`config.mk`:
```
export PLATFORM = sky130hd
export DESIGN_NAME = atc_xfer_decode
export DESIGN_NICKNAME = d
export VERILOG_FILES = /design/src/common/atc_pkg.sv /design/src/rtl/atc_xfer_decode.sv
export VERILOG_INCLUDE_DIRS = /design/src /design/src/common
export SDC_FILE = /design/constraint.sdc
export NUM_CORES = 1
export LEC_CHECK = 0
export CORE_MARGIN = 3
export CORE_UTILIZATION = 56
export DETAILED_ROUTE_END_ITERATION = 12
export DONT_BUFFER_PORTS = 1
export GPL_TIMING_DRIVEN = 0
export PLACE_DENSITY = 0.74
export SETUP_SLACK_MARGIN = 0.15
export SLEW_MARGIN = 15
export SYNTH_ARGS = -nofsm -noshare
export SYNTH_HDL_FRONTEND = slang
export SYNTH_SLANG_ARGS = --single-unit
```
`constraint.sdc`:
```
create_clock -name pclk -period 1.95 [get_ports pclk]
set_input_delay 0.2925 -clock pclk [delete_from_list [all_inputs] [get_ports pclk]]
set_output_delay 0.2925 -clock pclk [all_outputs]
set_load 0.02 [all_outputs]
```
`src/common/atc_params.svh`:
```
// Constants for the accumulator-to-control-register transfer decoder
`ifndef ATC_PARAMS_SVH
`define ATC_PARAMS_SVH

// ==========================================================
// Instruction codes
`define ATC_OP_W            10
`define ATC_OP_IRQ_CTRL     10'h217
`define ATC_OP_SERIAL_CTRL  10'h202
`define ATC_OP_WAKE_FIRST   10'h21B
`define ATC_OP_WAKE_SECOND  10'h214
`define ATC_OP_WAKE_THIRD   10'h215

// ==========================================================
// Data widths
`define ATC_ACC_W           4
`define ATC_NUM_DEST        5
`define ATC_CNT_W           8

// ==========================================================
// Register byte offsets
`define ATC_OFS_CTRL        12'h000
`define ATC_OFS_STATUS      12'h004
`define ATC_OFS_IRQ         12'h008
`define ATC_OFS_SERIAL      12'h00C
`define ATC_OFS_WAKE0       12'h010
`define ATC_OFS_WAKE1       12'h014
`define ATC_OFS_WAKE2       12'h018

// ==========================================================
// Field positions and reset values
`define ATC_CTRL_EN_BIT     0
`define ATC_CTRL_CLR_BIT    1
`define ATC_CTRL_RST        1'h1
`define ATC_STAT_SEL_LSB    0
`define ATC_STAT_CNT_LSB    8
`define ATC_CREG_RST        4'h0

`endif

```
`src/common/atc_pkg.sv`:
```
// Types shared by the transfer decoder and its surroundings
package atc_pkg;

  // ==========================================================
  // Fetched instruction as handed over by the fetch stage
  typedef struct packed {
    logic       valid;
    logic [9:0] code;
  } atc_instr_t;

  // ==========================================================
  // Peripheral control registers written by the transfers
  typedef struct packed {
    logic [3:0] irq_ctrl_reg;
    logic [3:0] serial_ctrl_reg;
    logic [3:0] wake_ctrl_first;
    logic [3:0] wake_ctrl_second;
    logic [3:0] wake_ctrl_third;
  } atc_ctrl_regs_t;

  // ==========================================================
  // One-hot destination select, bit order matches the struct above
  typedef enum logic [4:0] {
    ATC_DEST_NONE   = 5'h00,
    ATC_DEST_THIRD  = 5'h01,
    ATC_DEST_SECOND = 5'h02,
    ATC_DEST_FIRST  = 5'h04,
    ATC_DEST_SERIAL = 5'h08,
    ATC_DEST_IRQ    = 5'h10
  } atc_dest_t;

endpackage

```
`src/rtl/atc_xfer_decode.sv`:
```
// Decoder and executor for accumulator-to-control-register transfers, with APB view
//
// How it works
// - opcode 217h copies accumulator to irq_ctrl_reg
// - opcode 202h copies accumulator to serial_ctrl_reg
// - opcode 21Bh copies accumulator to wake_ctrl_first
// - opcode 214h copies accumulator to wake_ctrl_second
// - opcode 215h copies accumulator to wake_ctrl_third
//
// Our own choices: the APB register port and the register addresses.
`timescale 1ns/1ps
`include "atc_params.svh"

module atc_xfer_decode #(
  parameter int ACC_W = `ATC_ACC_W,
  parameter int CNT_W = `ATC_CNT_W
) (
  input  wire logic                    pclk,
  input  wire logic                    presetn,
  // APB register port
  input  wire logic                    psel,
  input  wire logic                    penable,
  input  wire logic                    pwrite,
  input  wire logic [11:0]             paddr,
  input  wire logic [31:0]             pwdata,
  output logic                         pready,
  output logic [31:0]                  prdata,
  output logic                         pslverr,
  // Instruction stream and core state from fetch
  input  wire atc_pkg::atc_instr_t     instr,
  input  wire logic [ACC_W-1:0]        acc_val,
  input  wire logic                    carry_flag,
  // Results towards the peripherals and the core
  output atc_pkg::atc_ctrl_regs_t      ctrl_regs,
  output logic                         xfer_done,
  output logic [`ATC_NUM_DEST-1:0]     xfer_dest,
  output logic                         skip_next,
  output logic                         carry_flag_out
);

  // ==========================================================
  // Opcode decode
  // Only an exact ten-bit match selects a register; every other code, the
  // neighbouring port and timer transfers included, falls to the default
  function automatic atc_pkg::atc_dest_t dest_of(input logic [`ATC_OP_W-1:0] op);
    atc_pkg::atc_dest_t d;
    d = atc_pkg::ATC_DEST_NONE;
    unique case (op)
      `ATC_OP_IRQ_CTRL:    d = atc_pkg::ATC_DEST_IRQ;
      `ATC_OP_SERIAL_CTRL: d = atc_pkg::ATC_DEST_SERIAL;
      `ATC_OP_WAKE_FIRST:  d = atc_pkg::ATC_DEST_FIRST;
      `ATC_OP_WAKE_SECOND: d = atc_pkg::ATC_DEST_SECOND;
      `ATC_OP_WAKE_THIRD:  d = atc_pkg::ATC_DEST_THIRD;
      default:             d = atc_pkg::ATC_DEST_NONE;
    endcase
    return d;
  endfunction

  // Readback of a four-bit control register as a bus word
  function automatic logic [31:0] word_of(input logic [3:0] f);
    return {28'h0, f};
  endfunction

  // ==========================================================
  // Register state
  logic                            dec_en_ff;
  logic                            nxt_dec_en;
  atc_pkg::atc_ctrl_regs_t         ctrl_ff;
  atc_pkg::atc_ctrl_regs_t         nxt_ctrl;
  logic                            done_ff;
  logic [`ATC_NUM_DEST-1:0]        dest_ff;
  logic [`ATC_NUM_DEST-1:0]        last_dest_ff;
  logic [`ATC_NUM_DEST-1:0]        nxt_last_dest;
  logic [CNT_W-1:0]                exec_cnt_ff;
  logic [CNT_W-1:0]                nxt_exec_cnt;
  logic                            carry_ff;
  logic                            pready_ff;
  logic [31:0]                     prdata_ff;
  logic                            pslverr_ff;
  logic                            skip_ff;
  logic                            nxt_pready;
  logic [31:0]                     nxt_prdata;
  logic                            nxt_pslverr;

  // ==========================================================
  // Execute path
  atc_pkg::atc_dest_t              dec_dest;
  logic [`ATC_NUM_DEST-1:0]        wr_sel;
  logic                            exec_hit;
  logic [3:0]                      acc_nib;
  logic                            wr_irq;
  logic                            wr_serial;
  logic                            wr_first;
  logic                            wr_second;
  logic                            wr_third;

  // With decode disabled a matching code is let through untouched, as if unknown
  assign dec_dest = dest_of(instr.code);
  assign exec_hit = instr.valid & dec_en_ff & (dec_dest != atc_pkg::ATC_DEST_NONE);
  // At most one select bit is ever set, so a single field can change per cycle
  assign wr_sel   = exec_hit ? dec_dest : atc_pkg::ATC_DEST_NONE;
  // The control registers hold four bits; a wider accumulator is cut here
  assign acc_nib  = acc_val[3:0];

  assign wr_irq    = wr_sel[4];
  assign wr_serial = wr_sel[3];
  assign wr_first  = wr_sel[2];
  assign wr_second = wr_sel[1];
  assign wr_third  = wr_sel[0];

  // Each destination takes the accumulator only when its own select bit is set;
  // the accumulator is an input here, so no path exists to alter it
  assign nxt_ctrl.irq_ctrl_reg     = wr_irq    ? acc_nib : ctrl_ff.irq_ctrl_reg;
  assign nxt_ctrl.serial_ctrl_reg  = wr_serial ? acc_nib : ctrl_ff.serial_ctrl_reg;
  assign nxt_ctrl.wake_ctrl_first  = wr_first  ? acc_nib : ctrl_ff.wake_ctrl_first;
  assign nxt_ctrl.wake_ctrl_second = wr_second ? acc_nib : ctrl_ff.wake_ctrl_second;
  assign nxt_ctrl.wake_ctrl_third  = wr_third  ? acc_nib : ctrl_ff.wake_ctrl_third;

  assign nxt_last_dest = exec_hit ? wr_sel : last_dest_ff;

  // ==========================================================
  // APB decode
  // Register map, one aligned word each, unused bits read as 0:
  //   CTRL    bit 0 decode enable, set out of reset
  //           bit 1 write 1 to clear the transfer count, reads 0
  //   STATUS  bits 4:0 destination of the last transfer
  //           bits 15:8 transfers executed, wrapping
  //   IRQ     bits 3:0 irq_ctrl_reg
  //   SERIAL  bits 3:0 serial_ctrl_reg
  //   WAKE0   bits 3:0 wake_ctrl_first
  //   WAKE1   bits 3:0 wake_ctrl_second
  //   WAKE2   bits 3:0 wake_ctrl_third
  // Writes to any other mapped register are dropped without error, so software cannot
  // race the core for a control register; an unmapped address answers pslverr
  logic                            apb_setup;
  logic                            apb_done;
  logic                            hit_ctrl;
  logic                            hit_status;
  logic                            hit_irq;
  logic                            hit_serial;
  logic                            hit_wake0;
  logic                            hit_wake1;
  logic                            hit_wake2;
  logic                            addr_ok;
  logic                            ctrl_wr;
  logic                            cnt_clr;
  logic [31:0]                     rd_mux;
  logic [31:0]                     status_word;

  // One wait state keeps pready and prdata straight from flops: the first edge
  // with psel and penable high loads the response, pready stands in the second
  // access cycle, and apb_done marks the edge that ends it and commits a write
  assign apb_setup  = psel & penable & ~pready_ff;
  assign apb_done   = psel & penable & pready_ff;
  assign hit_ctrl   = paddr == `ATC_OFS_CTRL;
  assign hit_status = paddr == `ATC_OFS_STATUS;
  assign hit_irq    = paddr == `ATC_OFS_IRQ;
  assign hit_serial = paddr == `ATC_OFS_SERIAL;
  assign hit_wake0  = paddr == `ATC_OFS_WAKE0;
  assign hit_wake1  = paddr == `ATC_OFS_WAKE1;
  assign hit_wake2  = paddr == `ATC_OFS_WAKE2;
  assign addr_ok    = hit_ctrl | hit_status | hit_irq | hit_serial | hit_wake0 | hit_wake1 | hit_wake2;

  // Only the control word is writable; the control registers belong to the CPU
  assign ctrl_wr    = apb_done & pwrite & hit_ctrl & ~pslverr_ff;
  assign nxt_dec_en = ctrl_wr ? pwdata[`ATC_CTRL_EN_BIT] : dec_en_ff;
  assign cnt_clr    = ctrl_wr & pwdata[`ATC_CTRL_CLR_BIT];

  // A transfer in the clearing cycle is still counted, so none is lost
  // The count wraps at its width; software is expected to sample it often
  assign nxt_exec_cnt = exec_hit ? (cnt_clr ? CNT_W'(1) : CNT_W'(exec_cnt_ff + 1'b1))
                                 : (cnt_clr ? '0 : exec_cnt_ff);

  // Last destination in the low byte, transfer count in the byte above it
  assign status_word = {{(32 - `ATC_STAT_CNT_LSB - CNT_W){1'b0}}, exec_cnt_ff,
                        {(`ATC_STAT_CNT_LSB - `ATC_NUM_DEST){1'b0}}, last_dest_ff};

  assign rd_mux = hit_ctrl   ? {31'h0, dec_en_ff} :
                  hit_status ? status_word :
                  hit_irq    ? word_of(ctrl_ff.irq_ctrl_reg) :
                  hit_serial ? word_of(ctrl_ff.serial_ctrl_reg) :
                  hit_wake0  ? word_of(ctrl_ff.wake_ctrl_first) :
                  hit_wake1  ? word_of(ctrl_ff.wake_ctrl_second) :
                  hit_wake2  ? word_of(ctrl_ff.wake_ctrl_third) :
                               32'h0000_0000;

  // Response for the access phase, registered one cycle later
  assign nxt_pready  = apb_setup;
  assign nxt_prdata  = (apb_setup & ~pwrite & addr_ok) ? rd_mux : 32'h0000_0000;
  assign nxt_pslverr = apb_setup & ~addr_ok;

  // ==========================================================
  // Control registers
  // The whole bank loads every cycle; fields not selected reload their own value
  always_ff @(posedge pclk or negedge presetn)
  begin
    if (!presetn)
    begin
      ctrl_ff <= '0;
    end
    else
    begin
      ctrl_ff <= nxt_ctrl;
    end
  end

  // ==========================================================
  // Execute pulse, standing for the one cycle after the instruction edge
  // skip_next is a flop that stays low: none of these transfers skips, but the
  // core still sees a registered output with the same timing as xfer_done
  always_ff @(posedge pclk or negedge presetn)
  begin
    if (!presetn)
    begin
      done_ff <= 1'b0;
      dest_ff <= '0;
      skip_ff <= 1'b0;
    end
    else
    begin
      done_ff <= exec_hit;
      dest_ff <= wr_sel;
      skip_ff <= 1'b0;
    end
  end

  // ==========================================================
  // Execute history for the status word
  always_ff @(posedge pclk or negedge presetn)
  begin
    if (!presetn)
    begin
      last_dest_ff <= '0;
      exec_cnt_ff  <= '0;
    end
    else
    begin
      last_dest_ff <= nxt_last_dest;
      exec_cnt_ff  <= nxt_exec_cnt;
    end
  end

  // These transfers never skip and never touch carry: carry is passed on as is
  // Delaying carry by one cycle keeps it aligned with xfer_done for the core
  always_ff @(posedge pclk or negedge presetn)
  begin
    if (!presetn)
    begin
      carry_ff <= 1'b0;
    end
    else
    begin
      carry_ff <= carry_flag;
    end
  end

  // ==========================================================
  // Decode enable, the only bit software can write and read back
  // Clearing it parks the decoder, so code can run without touching the peripherals
  always_ff @(posedge pclk or negedge presetn)
  begin
    if (!presetn)
    begin
      dec_en_ff <= `ATC_CTRL_RST;
    end
    else
    begin
      dec_en_ff <= nxt_dec_en;
    end
  end

  // ==========================================================
  // APB slave response
  always_ff @(posedge pclk or negedge presetn)
  begin
    if (!presetn)
    begin
      pready_ff  <= 1'b0;
      prdata_ff  <= 32'h0000_0000;
      pslverr_ff <= 1'b0;
    end
    else
    begin
      pready_ff  <= nxt_pready;
      prdata_ff  <= nxt_prdata;
      pslverr_ff <= nxt_pslverr;
    end
  end

  // ==========================================================
  // Outputs
  // Each output is a flop; these assigns only give the flops their port names
  assign pready         = pready_ff;
  assign prdata         = prdata_ff;
  assign pslverr        = pslverr_ff;
  assign ctrl_regs      = ctrl_ff;
  assign xfer_done      = done_ff;
  assign xfer_dest      = dest_ff;
  assign skip_next      = skip_ff;
  assign carry_flag_out = carry_ff;

endmodule

```
==> reports/qor.yml, run 1 <==
setup_path:
  crit_path_max_fanout: 6
  ff2ff_path_depth: 7
  timing.rr.end: "exec_cnt_ff[6]"
  ff2ff_setup_slack_ns: -0.07
  worstPathArrival_ns: 2.25
  critical_path_class: "flop to flop"
  r2r_start: "dec_en_ff"
  startpoint: "dec_en_ff"
  cp.required_ns: 2.18
  start_kind: "flop"
  worstSetupEndpointType: "flop"
cells_and_area:
  area_delta_synth_final_pct: 24.9
  n_antenna_cell: 0
  layout_common_cells: "dfrtp_1, buf_4, nand2_1"
  nNetsFinal: 361
  layout_commonest_cell: "dfrtp_1"
  drive_gt1_share_pct: 37.5
  final_cell_area_um2: 3410
clock_network:
  clkSinkCount: 56
  insertion_delay_ns: 0.30
  htree_num_levels: 2
  clk_pin_slew_ns: 0.09
  cts_buffers: 5
  cts_root_buf: "clkbuf_8"
  cts_tree: "yes"
  clk_path_buf_depth: 2
power:
  swShare_pct: 24.6
  seqPwrFrac_pct: 59.6
  cellPowerDensity_nw_per_um2: 577
  p_int_mw: 1.48
  power.switching_mw: 0.483
  clkPwrFrac_pct: 31.6
  total_leakage_power_nw: 1.65
  ir_worst_vdd_uv: 590
  power_frac_comb_pct: 8.8
global_route:
  grt.busiest_layer: "met2"
  grt_use_met2_pct: 34.9
  grt_max_degree: 57
  grt_pass1_vias: 2002
  grtUsageMet3_pct: 6.20
  grtUsageTotal_pct: 21.9
  antenna_found_initial: 0
  grt-ovfl-total: 0
  gr-usage-met1_pct: 29.7
  grt_pass1_wl_um: 9650
min_path:
  min_from: "instr[1]"
  holdPathEnd: "xfer_dest[1]"
  hold_path_depth: 1
  hold_path_class: "input pin to flop"
timing:
  fmax_mhz: 495
  final.setup_skew_ns: 0.00600
  setup_violations: 12
  maxSlewViolCount: 0
  relSlewSlack_pct: 36.2
  fin_crit_ns: 2.02
  final.period_utilization_pct: 104
  fin_ws_ns: -0.0683
  tns_ns: -0.521
  hold_viol_final: 0
  worst_pin_slew_ns: 0.950
  grt_setup_unrepaired: "yes"
placement:
  hpwl_um: 4300
  dpl_cell_area_um2: 2930
  place.gp.congestion: 0.898
  portBuffers: 0
synth:
  syn_avg_cell_area_um2: 10.8
  synth_ff_type: "dfrtp_1"
  synth_edf_count: 0
  yosysSeqAreaShare_pct: 51.4
  syn-cell-area_um2: 2730
  async_flop_share_pct: 100
  synthCells: 252
  ys_ff_latch: 56
  ys_types: 46
  yosysWarnings: 0
outcome:
  violations: "setup timing"
  status: "complete, but fails checks"
detailed_routing:
  dr.pass1.iters: 4
  drt-initial-drc-count: 135
  drc: 0
  totalWireLength_um: 6440
  post_drt_wl_per_cell_um: 17.8
  ant_nets: 0
  dr_total_vias: 2113
  viasPerCell: 5.85
floorplanning:
  fp-row-count: 24
  start_util_pct: 60.2
  fp.dieW_um: 75.8
  die_y_um: 75.8
  dieArea_um2: 5740
  num_io_pins: 127
  core_um2: 4530
job:
  maxCapViolations: 0
==> synthesized netlist by cell type (2+ instances only) <==
| cell type | n | area (µm²) |
|---|---|---|
| nor4bb_1 | 2 | 20.0 |
| o31ai_1 | 7 | 52.6 |
| a21oi_1 | 8 | 40.0 |
| buf_4 | 21 | 158 |
| or4_1 | 9 | 67.6 |
| nor2_1 | 10 | 37.5 |
| mux2_4 | 4 | 60.1 |
| and4_1 | 2 | 17.5 |
| a21o_1 | 2 | 15.0 |
| inv_1 | 7 | 26.3 |
| a31oi_1 | 3 | 18.8 |
| and2_1 | 11 | 68.8 |
| nor2b_1 | 2 | 12.5 |
| nand2_1 | 23 | 86.3 |
| nor4_2 | 2 | 25.0 |
| a221oi_1 | 6 | 52.6 |
| clkbuf_1 | 7 | 26.3 |
| nand3_1 | 7 | 35.0 |
| nor3_1 | 10 | 50.1 |
| or3_1 | 2 | 12.5 |
| nand4_1 | 5 | 31.3 |
| dfrtp_1 | 55 | 1380 |
| o21ai_0 | 5 | 25.0 |
| and3_1 | 4 | 25.0 |
| mux2_2 | 17 | 191 |
==> power groups by stage <==
stage	clock network, mW	registers [mW]	logic, mW
after floorplan	0	1.19	0.120
after global placement	0	1.19	0.130
after detailed placement	0	1.19	0.131
after CTS	0.630	1.17	0.165
after global routing	0.684	1.17	0.191
final	0.621	1.17	0.173
==> worst max-delay path, stage by stage, from the launching register on <==
cell	delay, ns
dfstp_2	0.57
and4_1	0.23
nand3_2	0.08
a21boi_4	0.17
buf_4	0.14
buf_6	0.12
or4_4	0.49
a21oi_2	0.14
==> flip-flops by register name, indices dropped and copies added, names as in the netlist <==
register / flops
exec_cnt_ff: 8
last_dest_ff: 5
xfer_done: 1
ctrl_regs: 20
xfer_dest: 5
carry_flag_out: 1
pslverr: 1
prdata: 13
pready: 1
dec_en_ff: 1
==> cell families (layout without fill, tap and decap cells) <==
group	Yosys count	count (layout)	share of synthesized area (%)
compound gates	39	39	10.1
simple gates	96	96	20.1
flops	56	56	51.4
mux	22	22	9.59
buf+inv	36	61	7.84
xor+xnor	1	1	0.321
fa+ha+maj	1	1	0.459
other cells	1	20	0.137
==> cell type report <==
class / instances / area, µm²
tap: 65 / 81.3
clock inverter: 2 / 16.3
buffer: 29 / 208
timing repair buffer: 17 / 171
multi-input combinational: 179 / 1430
fill: 317 / 1130
clock buffer: 6 / 72.6
sequential: 56 / 1400
inverter: 7 / 26.3
==> stage by stage <==
stage / setup WS (ns) / instances / power [mW] / hold slack (ns) / utilization (%)
floorplan: -0.0641 / 271 / 1.31 / -0.00309 / -
global placement: -0.198 / 336 / 1.32 / -0.00201 / 64.6
detailed placement: -0.241 / 336 / 1.32 / -0.00195 / 64.6
CTS: -0.0447 / 357 / 1.97 / 0.00285 / 71.0
global route: -0.114 / 361 / 2.05 / 0.0188 / 75.1
finish: -0.0683 / 361 / 1.96 / 0.0365 / 75.1
==> per-layer routing <==
| metal | part of all wire (%) | vias up | wire length (µm) |
|---|---|---|---|
| met2 | 50 | 104 | 3210 |
| met5 | 0 | - | 0 |
| met3 | 8.3 | 9 | 533 |
| met1 | 41 | 1040 | 2630 |
| li1 | - | 960 | - |
| met4 | 0.98 | 0 | 63 |
==> worst max path at each step <==
stage | to | slack [ns]
6_report | exec_cnt_ff[6] | -0.07
2_1_floorplan | ctrl_regs[0] | -0.06
4_1_cts | ctrl_regs[0] | -0.04
5_1_grt | ctrl_regs[0] | -0.11
3_3_place_gp | ctrl_regs[19] | -0.20
3_5_place_dp | ctrl_regs[17] | -0.24
==> repair_timing <==
action	4_1_cts	5_1_grt
hold buffers	2	1
resized for setup	23	36
endpoints found under the hold margin	56	1
setup buffers	11	3
pin swaps	8	11
endpoints found under the setup margin	28	34
(Power assumes the default switching activity.)
==> inputs of run 2 (changes only) <==
Settings changed: CORE_ASPECT_RATIO set to 0.8, CORE_UTILIZATION 56 to 25, PLACE_DENSITY 0.74 to not set.
==> run 2 against run 1 <==
The flow still finishes with violations (setup timing). Die area grew 110%. Non-clock buffer count shrank 1. Design area increased by 4.0%. Via count shrank 4.2%. Clock power up 84%. Setup slack improved by 0.00058 ns. Sequential power barely moved.
==> reports/qor.yml, run 2 (synthesis results as in run 1) <==
outcome:
  status: "complete, but fails checks"  # unchanged
  violations: "setup timing"  # unchanged
cells_and_area:
  layout_commonest_cell: "dfrtp_1"  # unchanged
  nNetsFinal: 360  # was 361
  largest_register_ff_count: 20  # unchanged
  area_delta_synth_final_pct: 29.9  # was 24.9%
  final_cell_area_um2: 3540  # was 3410 µm²
  drive_gt1_share_pct: 35.7  # was 37.5%
  layout_common_cells: "dfrtp_1, buf_4, nand2_1"  # unchanged
  n_antenna_cell: 0  # unchanged
timing:
  setup_violations: 9  # was 12
  fmax_mhz: 496  # was 495 MHz
  tns_ns: -0.415  # was -0.521 ns
  maxSlewViolCount: 0  # unchanged
  grt_setup_unrepaired: "yes"  # unchanged
  final.period_utilization_pct: 103  # was 104%
  fin_ws_ns: -0.0677  # was -0.0683 ns
  relSlewSlack_pct: 57.4  # was 36.2%
  hold_viol_final: 0  # unchanged
  worst_pin_slew_ns: 0.639  # was 0.950 ns
  fin_crit_ns: 2.02  # about the same
  final.setup_skew_ns: 0.00677  # was 0.00600 ns
global_route:
  grt-ovfl-total: 0  # unchanged
  grt_max_degree: 57  # unchanged
  antenna_found_initial: 0  # unchanged
  gr-usage-met1_pct: 15.8  # was 29.7%
  grt_pass1_vias: 2025  # was 2002
  grt.busiest_layer: "met2"  # unchanged
  grt_pass1_wl_um: 11200  # was 9650 µm
  grt_use_met2_pct: 17.1  # was 34.9%
  grtUsageMet3_pct: 4.89  # was 6.20%
  grtUsageTotal_pct: 11.5  # was 21.9%
setup_path:
  crit_path_max_fanout: 4  # was 6
  critical_path_class: "flop to flop"  # unchanged
  worstSetupEndpointType: "flop"  # unchanged
  cp.required_ns: 2.12  # was 2.18 ns
  worstPathArrival_ns: 2.19  # was 2.25 ns
  start_kind: "flop"  # unchanged
floorplanning:
  start_util_pct: 26.1  # was 60.2%
  die_y_um: 99.4  # was 75.8 µm
  fp-row-count: 33  # was 24
  core_um2: 10400  # was 4530 µm²
  fp.dieW_um: 123  # was 75.8 µm
  num_io_pins: 127  # unchanged
  dieArea_um2: 12200  # was 5740 µm²
clock_network:
  insertion_delay_ns: 0.29  # was 0.30 ns
  clk_path_buf_depth: 2  # unchanged
  clkSinkCount: 56  # unchanged
  htree_num_levels: 2  # unchanged
  clk_pin_slew_ns: 0.07  # was 0.09 ns
  cts_tree: "yes"  # unchanged
  cts_buffers: 5  # unchanged
  cts_root_buf: "clkbuf_16"  # was clkbuf_8
placement:
  portBuffers: 0  # unchanged
  dpl_cell_area_um2: 3020  # was 2930 µm²
  pre_cts_slack_ns: -0.291  # was -0.241 ns
  place.gp.congestion: 0.827  # was 0.898
  hpwl_um: 5410  # was 4300 µm
power:
  cellPowerDensity_nw_per_um2: 699  # was 577 nW/µm²
  clkPwrFrac_pct: 45.8  # was 31.6%
  power.switching_mw: 0.524  # was 0.483 mW
  p_int_mw: 1.95  # was 1.48 mW
  total_leakage_power_nw: 1.68  # was 1.65 nW
  seqPwrFrac_pct: 47.3  # was 59.6%
  p_total_mw: 2.48  # was 1.96 mW
  power_frac_comb_pct: 6.9  # was 8.8%
  ir_worst_vdd_uv: 387  # was 590 µV
  swShare_pct: 21.2  # was 24.6%
job:
  maxCapViolations: 0  # unchanged
detailed_routing:
  ant_nets: 0  # unchanged
  viasPerCell: 4.67  # was 5.85
  dr.pass1.iters: 6  # was 4
  drc: 0  # unchanged
  post_drt_wl_per_cell_um: 16.8  # was 17.8 µm
  drt-initial-drc-count: 80  # was 135
  dr_total_vias: 2025  # was 2113
  totalWireLength_um: 7280  # was 6440 µm
min_path:
  hold_path_class: "input pin to flop"  # unchanged
run 2: cell count changes in the layout (fill, tap and decap cells not counted), sizes merged:
cell         previous run  this run
clkinvlp                1         0
buf                    39        38
clkinv                  1         0
bufinv                  0         2
dlygate4sd3             2         1
run 2: timing repair:
item                                   in CTS  in global routing
gates resized for setup                    19                 27
setup buffers                               9                  5
hold buffers                                2                  0
pin swaps                                   7                  4
setup endpoints to repair                  29                 36
endpoints found under the hold margin      56                  0
run 2: critical path, cell delays in order, from the launching register on:
cell and delay, ns:
dfstp_2 0.57, and4_4 0.22, nand3_2 0.07, a21boi_4 0.16, or4_4 0.44, buf_6 0.15
mux2_4 0.28
run 2: metrics by stage:
| step | std cells | hold slack (ns) | util [%] |
|---|---|---|---|
| after detailed placement | 411 | -0.00117 | 28.9 |
| after CTS | 429 | 0.0292 | 32.5 |
| final | 434 | 0.0339 | 33.9 |
| after floorplan | 271 | -0.00309 | - |
| after global placement | 411 | -0.00133 | 28.9 |
| after global routing | 434 | 0.0200 | 33.9 |
run 2: final timing paths:
check                           startpoint              end  slack, ns  depth (start not counted)
max in group asynchronous          presetn        dec_en_ff       1.15                          2
min reg2reg                last_dest_ff[3]  last_dest_ff[3]       0.51                          1
max                              dec_en_ff     ctrl_regs[1]      -0.07                          6
min                             carry_flag   carry_flag_out       0.03                          0
min in group asynchronous          presetn   exec_cnt_ff[1]       0.52                          2
max reg2reg                      dec_en_ff     ctrl_regs[1]      -0.07                          6
run 2: cell type report:
type | count | area [µm²]
clock buffers | 5 | 125
clock inverters | 2 | 60.1
flip-flops and latches | 56 | 1400
fillers | 1040 | 6900
well taps | 140 | 175
inverters | 7 | 26.3
repair buffers | 16 | 166
multi-input cells | 179 | 1390
plain buffers | 29 | 195
run 2: metal layers:
layer / routed length [µm] / up-vias / share of wire [%]
met5: 0 / - / 0
met4: 46 / 0 / 0.63
met3: 776 / 4 / 11
met2: 3260 / 79 / 45
met1: 3190 / 983 / 44
li1: - / 959 / -
run 2: power by group through the flow:
| stage | sequential, mW | combinational (mW) | clock [mW] |
|---|---|---|---|
| 3_5_place_dp | 1.19 | 0.133 | 0 |
| 2_1_floorplan | 1.19 | 0.120 | 0 |
| 3_3_place_gp | 1.19 | 0.131 | 0 |
| 5_1_grt | 1.17 | 0.189 | 1.19 |
| 4_1_cts | 1.17 | 0.168 | 1.14 |
| 6_report | 1.17 | 0.171 | 1.14 |
